`src/verilog/qop_pkg.sv`:
```
package qop_pkg;

  localparam int unsigned LANES = 4;
  localparam int unsigned SYM_W = 2;

  // symbol and optical level codes: code 3 is the brightest level
  localparam logic [SYM_W-1:0] SYM_THREE   = 2'h3;
  localparam logic [SYM_W-1:0] SYM_ZERO    = 2'h0;
  localparam logic [SYM_W-1:0] LEVEL_HIGH  = 2'h3;
  localparam logic [SYM_W-1:0] LEVEL_LOW   = 2'h0;

  // management bit positions (device 1 registers)
  localparam int unsigned REG_CTRL1_IDX      = 0;
  localparam int unsigned REG_STAT1_IDX      = 1;
  localparam int unsigned REG_STAT2_IDX      = 8;
  localparam int unsigned REG_TXOFF_IDX      = 9;
  localparam int unsigned REG_DETECT_IDX     = 10;
  localparam int unsigned BIT_RESET          = 15;
  localparam int unsigned BIT_LOCAL_FAULT    = 7;
  localparam int unsigned BIT_TX_FAULT       = 11;
  localparam int unsigned BIT_RX_FAULT       = 10;
  localparam int unsigned BIT_ALL_OFF        = 0;
  localparam int unsigned BIT_LANE_OFF0      = 1;
  localparam int unsigned BIT_GLOBAL_PRESENT = 0;
  localparam int unsigned BIT_LANE_PRESENT0  = 1;

  // reset values
  localparam logic [15:0] REG_RESET_VALUE = 16'h0000;

  // timing: sublayer reset is held internally for this long
  localparam int unsigned CLK_MHZ           = 50;
  localparam int unsigned SOFT_RESET_NS     = 200;
  localparam int unsigned SOFT_RESET_CYCLES =
    (SOFT_RESET_NS * CLK_MHZ + 999) / 1000;

  localparam int unsigned TX_FIFO_DEPTH = 4;

  typedef logic [LANES-1:0][SYM_W-1:0] qop_lanes_t;

  typedef struct packed {
    logic             globalPresent;
    logic [LANES-1:0] lanePresent;
    logic             localFault;
    logic             txPathFault;
    logic             rxPathFault;
  } qop_status_t;

  typedef struct packed {
    logic [15:0] stat1;
    logic [15:0] stat2;
    logic [15:0] txOff;
    logic [15:0] detect;
  } qop_regs_t;

endpackage : qop_pkg

```
`src/verilog/qop_fifo.sv`:
```
module qop_fifo
  import qop_pkg::*;
#(
  parameter int unsigned WIDTH = 8,
  parameter int unsigned DEPTH = TX_FIFO_DEPTH
)
(
  // clock, reset, enable and flush
  input  wire logic             clk,
  input  wire logic             arst_n,
  input  wire logic             ce,
  input  wire logic             flush,
  // fill side
  input  wire logic             inValid,
  output logic                  inReady,
  input  wire logic [WIDTH-1:0] inData,
  // drain side
  output logic                  outValid,
  input  wire logic             outReady,
  output logic      [WIDTH-1:0] outData
);

  localparam int unsigned AW = (DEPTH > 1) ? $clog2(DEPTH) : 1;

  initial
  begin
    if (DEPTH < 2 || (DEPTH & (DEPTH - 1)) != 0 || WIDTH < 1)
      $error("qop_fifo: DEPTH must be a power of two of at least 2");
  end

  logic [WIDTH-1:0] mem [DEPTH];
  logic [AW:0]      wrPtr_q;
  logic [AW:0]      rdPtr_q;
  wire              doWrite;
  wire              doRead;
  wire              isFull;
  wire              isEmpty;

  assign isEmpty  = (wrPtr_q == rdPtr_q);
  assign isFull   = (wrPtr_q[AW-1:0] == rdPtr_q[AW-1:0]) && (wrPtr_q[AW] != rdPtr_q[AW]);
  assign inReady  = ~isFull & ~flush;
  assign outValid = ~isEmpty & ~flush;
  assign doWrite  = ce & inValid & inReady;
  assign doRead   = ce & outValid & outReady;
  assign outData  = mem[rdPtr_q[AW-1:0]];

  always_ff @(posedge clk)
  begin
    if (doWrite)
      mem[wrPtr_q[AW-1:0]] <= inData;
  end

  always_ff @(posedge clk or negedge arst_n)
  begin
    if (!arst_n)
    begin
      wrPtr_q <= '0;
      rdPtr_q <= '0;
    end
    else if (ce)
    begin
      if (flush)
      begin
        wrPtr_q <= '0;
        rdPtr_q <= '0;
      end
      else
      begin
        if (doWrite)
          wrPtr_q <= wrPtr_q + 1'b1;
        if (doRead)
          rdPtr_q <= rdPtr_q + 1'b1;
      end
    end
  end

  // a stalled head must not move: a write into a full buffer would overrun it
  fifo_head_hold_a : assert property (@(posedge clk) disable iff (!arst_n)
    ce && !flush && outValid && !outReady |=> $stable(outData))
    else $error("fifo head changed while stalled");

endmodule : qop_fifo

```
`src/verilog/qop_pmd_ctrl.sv`:
```
// Behaviour
// - four lane send symbol streams become four separate optical lane drives
// - tx symbol three drives highest level, symbol zero the lowest
// - highest received level decodes to three, lowest to zero, per lane
// - presence flag shown continuously; notice pulses on every flag change
// - global presence is OK only with light on all four lanes
// - any lane at or below the low-power threshold forces FAIL
// - all lanes above minimum power gives OK; otherwise flag holds
// - no compliance check on presence; update latency unconstrained
// - one light-present flag per lane, same FAIL and OK conditions
// - asserting the sublayer reset control resets the optical sublayer
// - all-lane transmit off turns every transmitter off
// - a lane transmit off turns only that lane's transmitter off
// - on local fault the device may force all transmitters off itself
// - a separate test input can disable each transmit lane
// - local fault flag set on any transmit or receive path fault
// - transmit path fault flag set on any transmit lane fault
// - receive path fault flag set on any receive lane fault
// - electrical lane i maps straight to optical lane i
// - control bits: reset 1.0.15, all-off 1.9.0, lane off 1.9.1-4
// - status bits: local fault 1.1.7, tx fault 1.8.11, rx 1.8.10
// - presence bits: global 1.10.0, lanes 1.10.1 to 1.10.4
// - presence has two values; symbols undefined while FAIL
module qop_pmd_ctrl
  import qop_pkg::*;
#(
  parameter bit AUTO_OFF_ON_FAULT = 1'b0
)
(
  // clock, reset, enable
  input  wire logic             clk,
  input  wire logic             arst_n,
  input  wire logic             ce,
  // management control words (registers 1.0 and 1.9)
  input  wire logic [15:0]      ctrl1Word,
  input  wire logic [15:0]      txOffWord,
  input  wire logic [LANES-1:0] testLaneOff,
  // management status
  output qop_regs_t             mgmtRegs,
  output qop_status_t           status,
  output logic                  resetBusy,
  // lane_symbol_send from the attachment sublayer
  input  wire logic             sendValid,
  output logic                  sendReady,
  input  wire qop_lanes_t       sendSymbols,
  // optical transmit drivers
  input  wire logic             txDrvReady,
  output qop_lanes_t            txLevel,
  output logic [LANES-1:0]      txLaserOn,
  // optical receive front end (asynchronous pins)
  input  wire qop_lanes_t       rxLevelPin,
  input  wire logic [LANES-1:0] rxPowerLowPin,
  input  wire logic [LANES-1:0] rxPowerOkPin,
  input  wire logic [LANES-1:0] txFaultPin,
  input  wire logic [LANES-1:0] rxFaultPin,
  // lane_symbol_deliver and presence to the attachment sublayer
  output qop_lanes_t            deliverSymbols,
  output logic                  deliverValid,
  output logic                  presenceOk,
  output logic                  presenceChangeNotice
);

  localparam int unsigned SYNC_W = 4 * LANES + LANES * SYM_W;
  localparam int unsigned RST_W  = $clog2(SOFT_RESET_CYCLES + 1);
  localparam logic [RST_W-1:0] RST_LOAD = RST_W'(SOFT_RESET_CYCLES);

  initial
  begin
    if (LANES != 4 || SYM_W != 2)
      $error("qop_pmd_ctrl: built for four lanes of two-bit symbols");
  end

  // management reset: rising edge of the control bit starts a timed reset
  wire             resetCtrl;
  logic            resetCtrl_q;
  logic [RST_W-1:0] rstCnt_q;
  wire             resetStart;

  assign resetCtrl  = ctrl1Word[BIT_RESET];
  assign resetStart = resetCtrl & ~resetCtrl_q;
  assign resetBusy  = (rstCnt_q != '0);

  always_ff @(posedge clk or negedge arst_n)
  begin
    if (!arst_n)
    begin
      resetCtrl_q <= 1'b0;
      rstCnt_q    <= '0;
    end
    else if (ce)
    begin
      resetCtrl_q <= resetCtrl;
      if (resetStart)
        rstCnt_q <= RST_LOAD;
      else if (resetBusy)
        rstCnt_q <= rstCnt_q - 1'b1;
    end
  end

  // two-stage synchroniser for every pin-side input
  logic [SYNC_W-1:0] syncA_q;
  logic [SYNC_W-1:0] syncB_q;
  wire  [SYNC_W-1:0] syncIn;

  assign syncIn = {rxPowerLowPin, rxPowerOkPin, txFaultPin, rxFaultPin, rxLevelPin};

  always_ff @(posedge clk or negedge arst_n)
  begin
    if (!arst_n)
    begin
      syncA_q <= '0;
      syncB_q <= '0;
    end
    else if (ce)
    begin
      syncA_q <= syncIn;
      syncB_q <= syncA_q;
    end
  end

  wire [LANES-1:0] powerLow;
  wire [LANES-1:0] powerOk;
  wire [LANES-1:0] txFaultSync;
  wire [LANES-1:0] rxFaultSync;
  qop_lanes_t      rxLevelSync;

  assign {powerLow, powerOk, txFaultSync, rxFaultSync, rxLevelSync} = syncB_q;

  // presence: FAIL wins, OK needs power above minimum, else hold
  logic [LANES-1:0] lanePresent_q;
  logic [LANES-1:0] lanePresent_d;
  logic             globalPresent_q;
  logic             globalPresent_d;
  wire              anyLow;
  wire              allOk;

  assign anyLow = |powerLow;
  assign allOk  = &(powerOk & ~powerLow);
  assign lanePresent_d = (lanePresent_q | (powerOk & ~powerLow)) & ~powerLow;
  assign globalPresent_d = anyLow ? 1'b0
                         : allOk  ? 1'b1
                         : globalPresent_q;

  // faults follow the synchronised conditions level for level
  logic txPathFault_q;
  logic rxPathFault_q;

  // receive symbols and presence notice
  logic       presenceNotice_q;
  qop_lanes_t deliver_q;
  qop_lanes_t rxDecoded;

  always_comb
  begin
    for (int i = 0; i < LANES; i++)
    begin
      case (rxLevelSync[i])
        LEVEL_HIGH: rxDecoded[i] = SYM_THREE;
        LEVEL_LOW:  rxDecoded[i] = SYM_ZERO;
        default:    rxDecoded[i] = rxLevelSync[i];
      endcase
    end
  end

  always_ff @(posedge clk or negedge arst_n)
  begin
    if (!arst_n)
    begin
      lanePresent_q    <= '0;
      globalPresent_q  <= 1'b0;
      presenceNotice_q <= 1'b0;
      txPathFault_q    <= 1'b0;
      rxPathFault_q    <= 1'b0;
      deliver_q        <= '0;
    end
    else if (ce)
    begin
      if (resetBusy)
      begin
        lanePresent_q    <= '0;
        globalPresent_q  <= 1'b0;
        presenceNotice_q <= globalPresent_q; // a forced drop is still a change
        txPathFault_q    <= 1'b0;
        rxPathFault_q    <= 1'b0;
        deliver_q        <= '0;
      end
      else
      begin
        lanePresent_q    <= lanePresent_d;
        globalPresent_q  <= globalPresent_d;
        presenceNotice_q <= globalPresent_d ^ globalPresent_q;
        txPathFault_q    <= |txFaultSync;
        rxPathFault_q    <= |rxFaultSync;
        deliver_q        <= rxDecoded;
      end
    end
  end

  wire localFault;

  assign localFault           = txPathFault_q | rxPathFault_q;
  assign presenceOk           = globalPresent_q;
  assign presenceChangeNotice = presenceNotice_q & ce;
  assign deliverSymbols       = deliver_q;
  assign deliverValid         = globalPresent_q;

  // transmit path: symbols queue in a small FIFO ahead of the drivers
  wire             fifoValid;
  qop_lanes_t      fifoData;
  wire             txLoad;
  qop_lanes_t      txLevel_q;
  qop_lanes_t      txMapped;

  qop_fifo #(
    .WIDTH (LANES * SYM_W),
    .DEPTH (TX_FIFO_DEPTH)
  ) u_txFifo (
    .clk      (clk),
    .arst_n   (arst_n),
    .ce       (ce),
    .flush    (resetBusy),
    .inValid  (sendValid),
    .inReady  (sendReady),
    .inData   (sendSymbols),
    .outValid (fifoValid),
    .outReady (txDrvReady),
    .outData  (fifoData)
  );

  always_comb
  begin
    for (int i = 0; i < LANES; i++)
    begin
      case (fifoData[i])
        SYM_THREE: txMapped[i] = LEVEL_HIGH;
        SYM_ZERO:  txMapped[i] = LEVEL_LOW;
        default:   txMapped[i] = fifoData[i];
      endcase
    end
  end

  assign txLoad = fifoValid & txDrvReady;

  always_ff @(posedge clk or negedge arst_n)
  begin
    if (!arst_n)
      txLevel_q <= '0;
    else if (ce)
    begin
      if (resetBusy)
        txLevel_q <= '0;
      else if (txLoad)
        txLevel_q <= txMapped;
    end
  end

  assign txLevel = txLevel_q;

  // transmitter enables; the fault-driven shutdown is an optional strap
  wire             allOff;
  wire [LANES-1:0] laneOff;
  wire             faultOff;
  logic [LANES-1:0] txOn_q;

  assign allOff   = txOffWord[BIT_ALL_OFF];
  assign laneOff  = txOffWord[BIT_LANE_OFF0 +: LANES];
  assign faultOff = AUTO_OFF_ON_FAULT & localFault;

  always_ff @(posedge clk or negedge arst_n)
  begin
    if (!arst_n)
      txOn_q <= '0;
    else if (ce)
      txOn_q <= ~({LANES{allOff | faultOff | resetBusy}} | laneOff | testLaneOff);
  end

  assign txLaserOn = txOn_q;

  // status views
  always_comb
  begin
    mgmtRegs = '0;
    mgmtRegs.stat1[BIT_LOCAL_FAULT]                = localFault;
    mgmtRegs.stat2[BIT_TX_FAULT]                   = txPathFault_q;
    mgmtRegs.stat2[BIT_RX_FAULT]                   = rxPathFault_q;
    mgmtRegs.txOff[BIT_ALL_OFF]                    = allOff | faultOff;
    mgmtRegs.txOff[BIT_LANE_OFF0 +: LANES]         = laneOff | {LANES{faultOff}};
    mgmtRegs.detect[BIT_GLOBAL_PRESENT]            = globalPresent_q;
    mgmtRegs.detect[BIT_LANE_PRESENT0 +: LANES]    = lanePresent_q;
  end

  assign status = '{globalPresent: globalPresent_q, lanePresent: lanePresent_q,
                    localFault: localFault, txPathFault: txPathFault_q,
                    rxPathFault: rxPathFault_q};

  // checks
  low_forces_fail_a : assert property (@(posedge clk) disable iff (!arst_n)
    ce && anyLow ##1 1 |-> !globalPresent_q) else $error("low lane left presence OK");

  all_ok_sets_a : assert property (@(posedge clk) disable iff (!arst_n)
    ce && !resetBusy && allOk |=> globalPresent_q) else $error("presence not OK");

  notice_on_change_a : assert property (@(posedge clk) disable iff (!arst_n)
    ce && $changed(globalPresent_q) |-> presenceChangeNotice)
    else $error("presence change without notice");

  notice_needs_change_a : assert property (@(posedge clk) disable iff (!arst_n)
    presenceChangeNotice |-> $changed(globalPresent_q)) else $error("spurious notice");

  lane_low_fail_a : assert property (@(posedge clk) disable iff (!arst_n)
    ce && powerLow[0] |=> !lanePresent_q[0]) else $error("lane 0 presence not FAIL");

  all_off_dark_a : assert property (@(posedge clk) disable iff (!arst_n)
    ce && allOff |=> txLaserOn == '0) else $error("transmitter on under all-off");

  lane_off_only_a : assert property (@(posedge clk) disable iff (!arst_n)
    ce && laneOff == 4'h2 && !allOff && !faultOff && !resetBusy && testLaneOff == '0
    |=> txLaserOn == 4'hd) else $error("lane off touched other lanes");

  fault_flags_a : assert property (@(posedge clk) disable iff (!arst_n)
    ce && !resetBusy && |txFaultSync |=> txPathFault_q && localFault)
    else $error("tx fault not flagged");

  rx_fault_flag_a : assert property (@(posedge clk) disable iff (!arst_n)
    ce && !resetBusy && |rxFaultSync |=> rxPathFault_q) else $error("rx fault lost");

  reset_timed_a : assert property (@(posedge clk) disable iff (!arst_n)
    ce && resetStart |=> resetBusy [*8] ##1 resetBusy [*2] ##1 (!resetBusy || !ce))
    else $error("sublayer reset length wrong");

  tx_map_a : assert property (@(posedge clk) disable iff (!arst_n)
    ce && !resetBusy && txLoad && fifoData[0] == SYM_THREE |=> txLevel[0] == LEVEL_HIGH)
    else $error("symbol three not brightest");

  rx_map_a : assert property (@(posedge clk) disable iff (!arst_n)
    ce && !resetBusy && rxLevelSync[1] == LEVEL_LOW |=> deliverSymbols[1] == SYM_ZERO)
    else $error("lowest level not symbol zero");

  cover_presence_up_c : cover property (@(posedge clk) disable iff (!arst_n)
    $rose(globalPresent_q));
  cover_fifo_full_c : cover property (@(posedge clk) disable iff (!arst_n)
    sendValid && !sendReady);
  cover_reset_c : cover property (@(posedge clk) disable iff (!arst_n) resetStart);
  cover_lane_off_c : cover property (@(posedge clk) disable iff (!arst_n)
    txLaserOn != '0 && txLaserOn != 4'hf);

endmodule : qop_pmd_ctrl

```
`config.mk`:
```
export PLATFORM = sky130hd
export DESIGN_NAME = qop_pmd_ctrl
export DESIGN_NICKNAME = d
export VERILOG_FILES = /design/src/verilog/qop_pkg.sv /design/src/verilog/qop_fifo.sv /design/src/verilog/qop_pmd_ctrl.sv
export SDC_FILE = /design/constraint.sdc
export NUM_CORES = 1
export LEC_CHECK = 0
export ABC_AREA = 1
export BUFFER_PORTS_ARGS = -buffer_cell sky130_fd_sc_hd__buf_2
export CORE_MARGIN = 2
export CORE_UTILIZATION = 35
export DETAILED_ROUTE_END_ITERATION = 6
export SLEW_MARGIN = 15
export SYNTH_ARGS = -nofsm -noshare
export SYNTH_HDL_FRONTEND = slang
export SYNTH_HIERARCHICAL = 1
export SYNTH_SLANG_ARGS = --single-unit
```
`constraint.sdc`:
```
create_clock -name clk -period 2.2 [get_ports clk]
set_input_delay 0.44 -clock clk [delete_from_list [all_inputs] [get_ports clk]]
set_output_delay 0.44 -clock clk [all_outputs]
set_load 0.01 [all_outputs]
```
==> out/results.ini <==
[status]
outcome = completed

[worst_setup_path]
worstSetupPathType = register to primary output
r2r-start = u_txFifo/rdPtr_q[0]$_DFFE_PN0P_
start_kind = register
critPathMaxStageDelay_ns = 0.51
crit_fanout = 12
path_cells = inv_2 > nand2_2 > nand2_4 > nand3_4 > nand2_1 > inv_2 > buf_2
crit_required_ns = 1.76
worst_path_most_repeated_cell = inv_2
r2r_setup_slack_ns = 0.40
crit_start = u_txFifo/rdPtr_q[1]$_DFFE_PN0P_
reg2regPathDepth = 8
timing.critical_path.buf_inv = 3
critPathTopFamily = flip-flops
slowest_stage = dfrtp_2
endpoint_kind = primary output
worstReg2RegEnd = txLevel[4]$_DFFE_PN0P_
arrival_ns = 1.61

[final_layout]
syn_to_final_growth_pct = 17.6
fin_nets = 799
drive_gt1_frac = 0.237
antenna_cells = 0
n_fill_cell = 1644

[global_route]
grt_pass1_wl_mm = 18.3
grt_pass1_vias = 3704
grt_overflow = 0
grtUsageTotal = 0.131
antenna_found_initial = 0
grt_max_degree = 39

[floorplan]
die_area_mm2 = 0.0176
ios = 170
die_h_um = 133
core_mm2 = 0.0163
initial_core_util = 0.354
rows = 47
die_w_um = 133

[timing]
period_minus_slack_ns = 2.05
worst_clock_skew_ns = 0.00926
finalSetupViolCount = 0
drv_slew = 0
fin_crit_sh = 0.930
hold_viol = 0
fin_ws_ns = 0.154
tns_ns = 0
fmax_ghz = 0.489
rsz0062_at_grt = no

[logic_synthesis]
synthDominantCellAreaShare = 0.376
synth.distinct_cells = 40
ys_seq_elements = 119
synth_largest_area_cell = dfrtp_1
ys_seq_area_frac = 0.542
synthSimpleGateAreaFrac = 0.216
ys.warnings.count = 6
synth_top_family_by_area = simple AND/OR/NAND/NOR gates
synthAdderAreaFrac = 0.0303
synth_xor_xnor_area_share = 0.00303
synth-compound-area-share = 0.0709
syn_area_mm2 = 0.00579
avgSynthCellArea_um2 = 9.29
ys_top_cells_by_area = dfrtp_1, edfxtp_1, nand2_1
synthMuxAreaShare = 0
synthCells = 623

[pwr]
p_leak_nw = 3.49
pwr_density_cell_mw_per_mm2 = 874
vdd_drop_max_uv = 516

[route]
vias = 3987
drtPass1Iterations = 4
wl_per_cell_um = 11.7
vias_per_cell = 4.22
dr.first_iter.drc_count = 181
ant_nets = 0
wirelength_mm = 11.1
drcViolationCount = 0

[worst_hold_path]
hp-start = rxFaultPin[3]
hold_end = syncA_q[11]$_DFFE_PN0P_
whs_path_depth = 3
hold_class = primary input to register

[clock_network]
htreeDepth = 4
root_buffer = clkbuf_16
cts_sinks = 119
clockBufferDepth = 2
clkTransAtPathRegs_ns = 0.06
cts_tree = done
cts_buffers = 17
clk_latency_ns = 0.40

[place]
port_buffers = 92
globalplace.congestion = 0.741
dp_hpwl_mm = 7.78
pre_cts_slack_ns = 0.258

[run]
cap_violations = 0

[through the flow]
| stage | power (W) | instance area [µm²] | std cells | hold WS (ns) | util |
|---|---|---|---|---|---|
| after detailed placement | 0.00333 | 6210 | 912 | 0.431 | 0.380 |
| final | 0.00595 | 6810 | 945 | 0.229 | 0.416 |
| after floorplan | 0.00317 | 5970 | 673 | 0.144 | - |
| after CTS | 0.00602 | 6800 | 945 | 0.210 | 0.416 |
| after global routing | 0.00624 | 6810 | 945 | 0.230 | 0.416 |
| after global placement | 0.00331 | 6210 | 912 | 0.431 | 0.380 |
[worst min-delay path: stages]
cell and delay [ns]:
buf_2 0.07, nand2_1 0.04, nand2_1 0.05
[registers in the layout, indices dropped and copies added (netlist names)]
name	count
lanePresent_q	4
resetCtrl_q	1
deliverSymbols	8
deliverValid	1
syncA_q	24
rstCnt_q	4
u_txFifo/wrPtr_q	3
u_txFifo/rdPtr_q	3
presenceNotice_q	1
rxPathFault_q	1
txPathFault_q	1
u_txFifo/mem	32
txLaserOn	4
txLevel	8
syncB_q	24
[Yosys cell counts (all sizes together)]
master	count
buf	83
o22ai	11
o221a	3
nor3	1
and3	1
conb	1
edfxtp	32
o211ai	1
ha	14
or2	1
nor4	2
nand2	204
inv	42
o21bai	1
nand4	2
nor3b	1
nand3	14
dfrtp	87
clkbuf	5
xnor2	2
nor2	56
o21ai	55
or3	1
nand3b	1
a21oi	2
[kinds of logic after synthesis]
kind of cell,count (synthesis)
AND/OR/NAND/NOR,284
buffers and inverters,130
flip-flops,119
AO/OA/AOI/OAI,73
adder cells (fa/ha/maj),14
XOR/XNOR,2
other,1
[layout by cell type (no fill, tap or decap), drive strengths merged, types with 2 or more instances in the layout]
master | Yosys | layout
bufinv | 0 | 2
nand4 | 2 | 2
conb | 1 | 51
o21ai | 55 | 55
dfrtp | 87 | 87
o22ai | 11 | 11
clkbuf | 5 | 18
xnor2 | 2 | 2
nand3 | 14 | 14
o221a | 3 | 3
ha | 14 | 14
nand2 | 204 | 204
clkinvlp | 0 | 5
edfxtp | 32 | 32
clkinv | 0 | 6
inv | 42 | 43
buf | 83 | 107
nor2 | 56 | 56
a21oi | 2 | 2
nor4 | 2 | 2
[repair_timing]
item	CTS	global route
hold buffers	1	0
endpoints found under the hold margin	27	0
buffers inserted	0	0
resized for setup	1	1
endpoints found under the setup margin	1	1
gates cloned	0	0
[worst max-delay path by stage]
stage / to / slack [ns] / cells past startpoint
after CTS: sendReady / 0.08 / 7
after floorplan: u_txFifo/mem[0][0]$_DFFE_PP_ / 0.36 / 6
after global placement: txLevel[4]$_DFFE_PN0P_ / 0.33 / 8
after detailed placement: txLevel[4]$_DFFE_PN0P_ / 0.26 / 8
after global routing: sendReady / 0.04 / 7
final: sendReady / 0.15 / 7
[power breakdown]
part	switching [W]	total, W	internal (W)
clock network	0.000988	0.00266	0.00167
logic	0.000471	0.000737	0.000266
registers	0.000108	0.00255	0.00244
total	0.00157	0.00595	0.00438
[per-layer routing]
| layer | share of wire | routed length (µm) | GRT usage | vias up |
|---|---|---|---|---|
| li1 | - | - | - | 2068 |
| met1 | 0.48 | 5290 | 0.175 | 1815 |
| met2 | 0.47 | 5240 | 0.210 | 95 |
| met3 | 0.036 | 399 | 0.0295 | 9 |
| met4 | 0.011 | 126 | 0.0484 | 0 |
| met5 | 0 | 0 | 0 | - |
[final cells by class]
cell class / instances / area, µm² / area share
flip-flops and latches: 119 / 3140 / 0.461
multi-input cells: 424 / 2040 / 0.300
repair buffers: 108 / 598 / 0.0879
clock buffers: 18 / 429 / 0.0631
well taps: 220 / 275 / 0.0404
inverters: 42 / 169 / 0.0248
clock inverters: 14 / 154 / 0.0226
(Power assumes the default switching activity.)
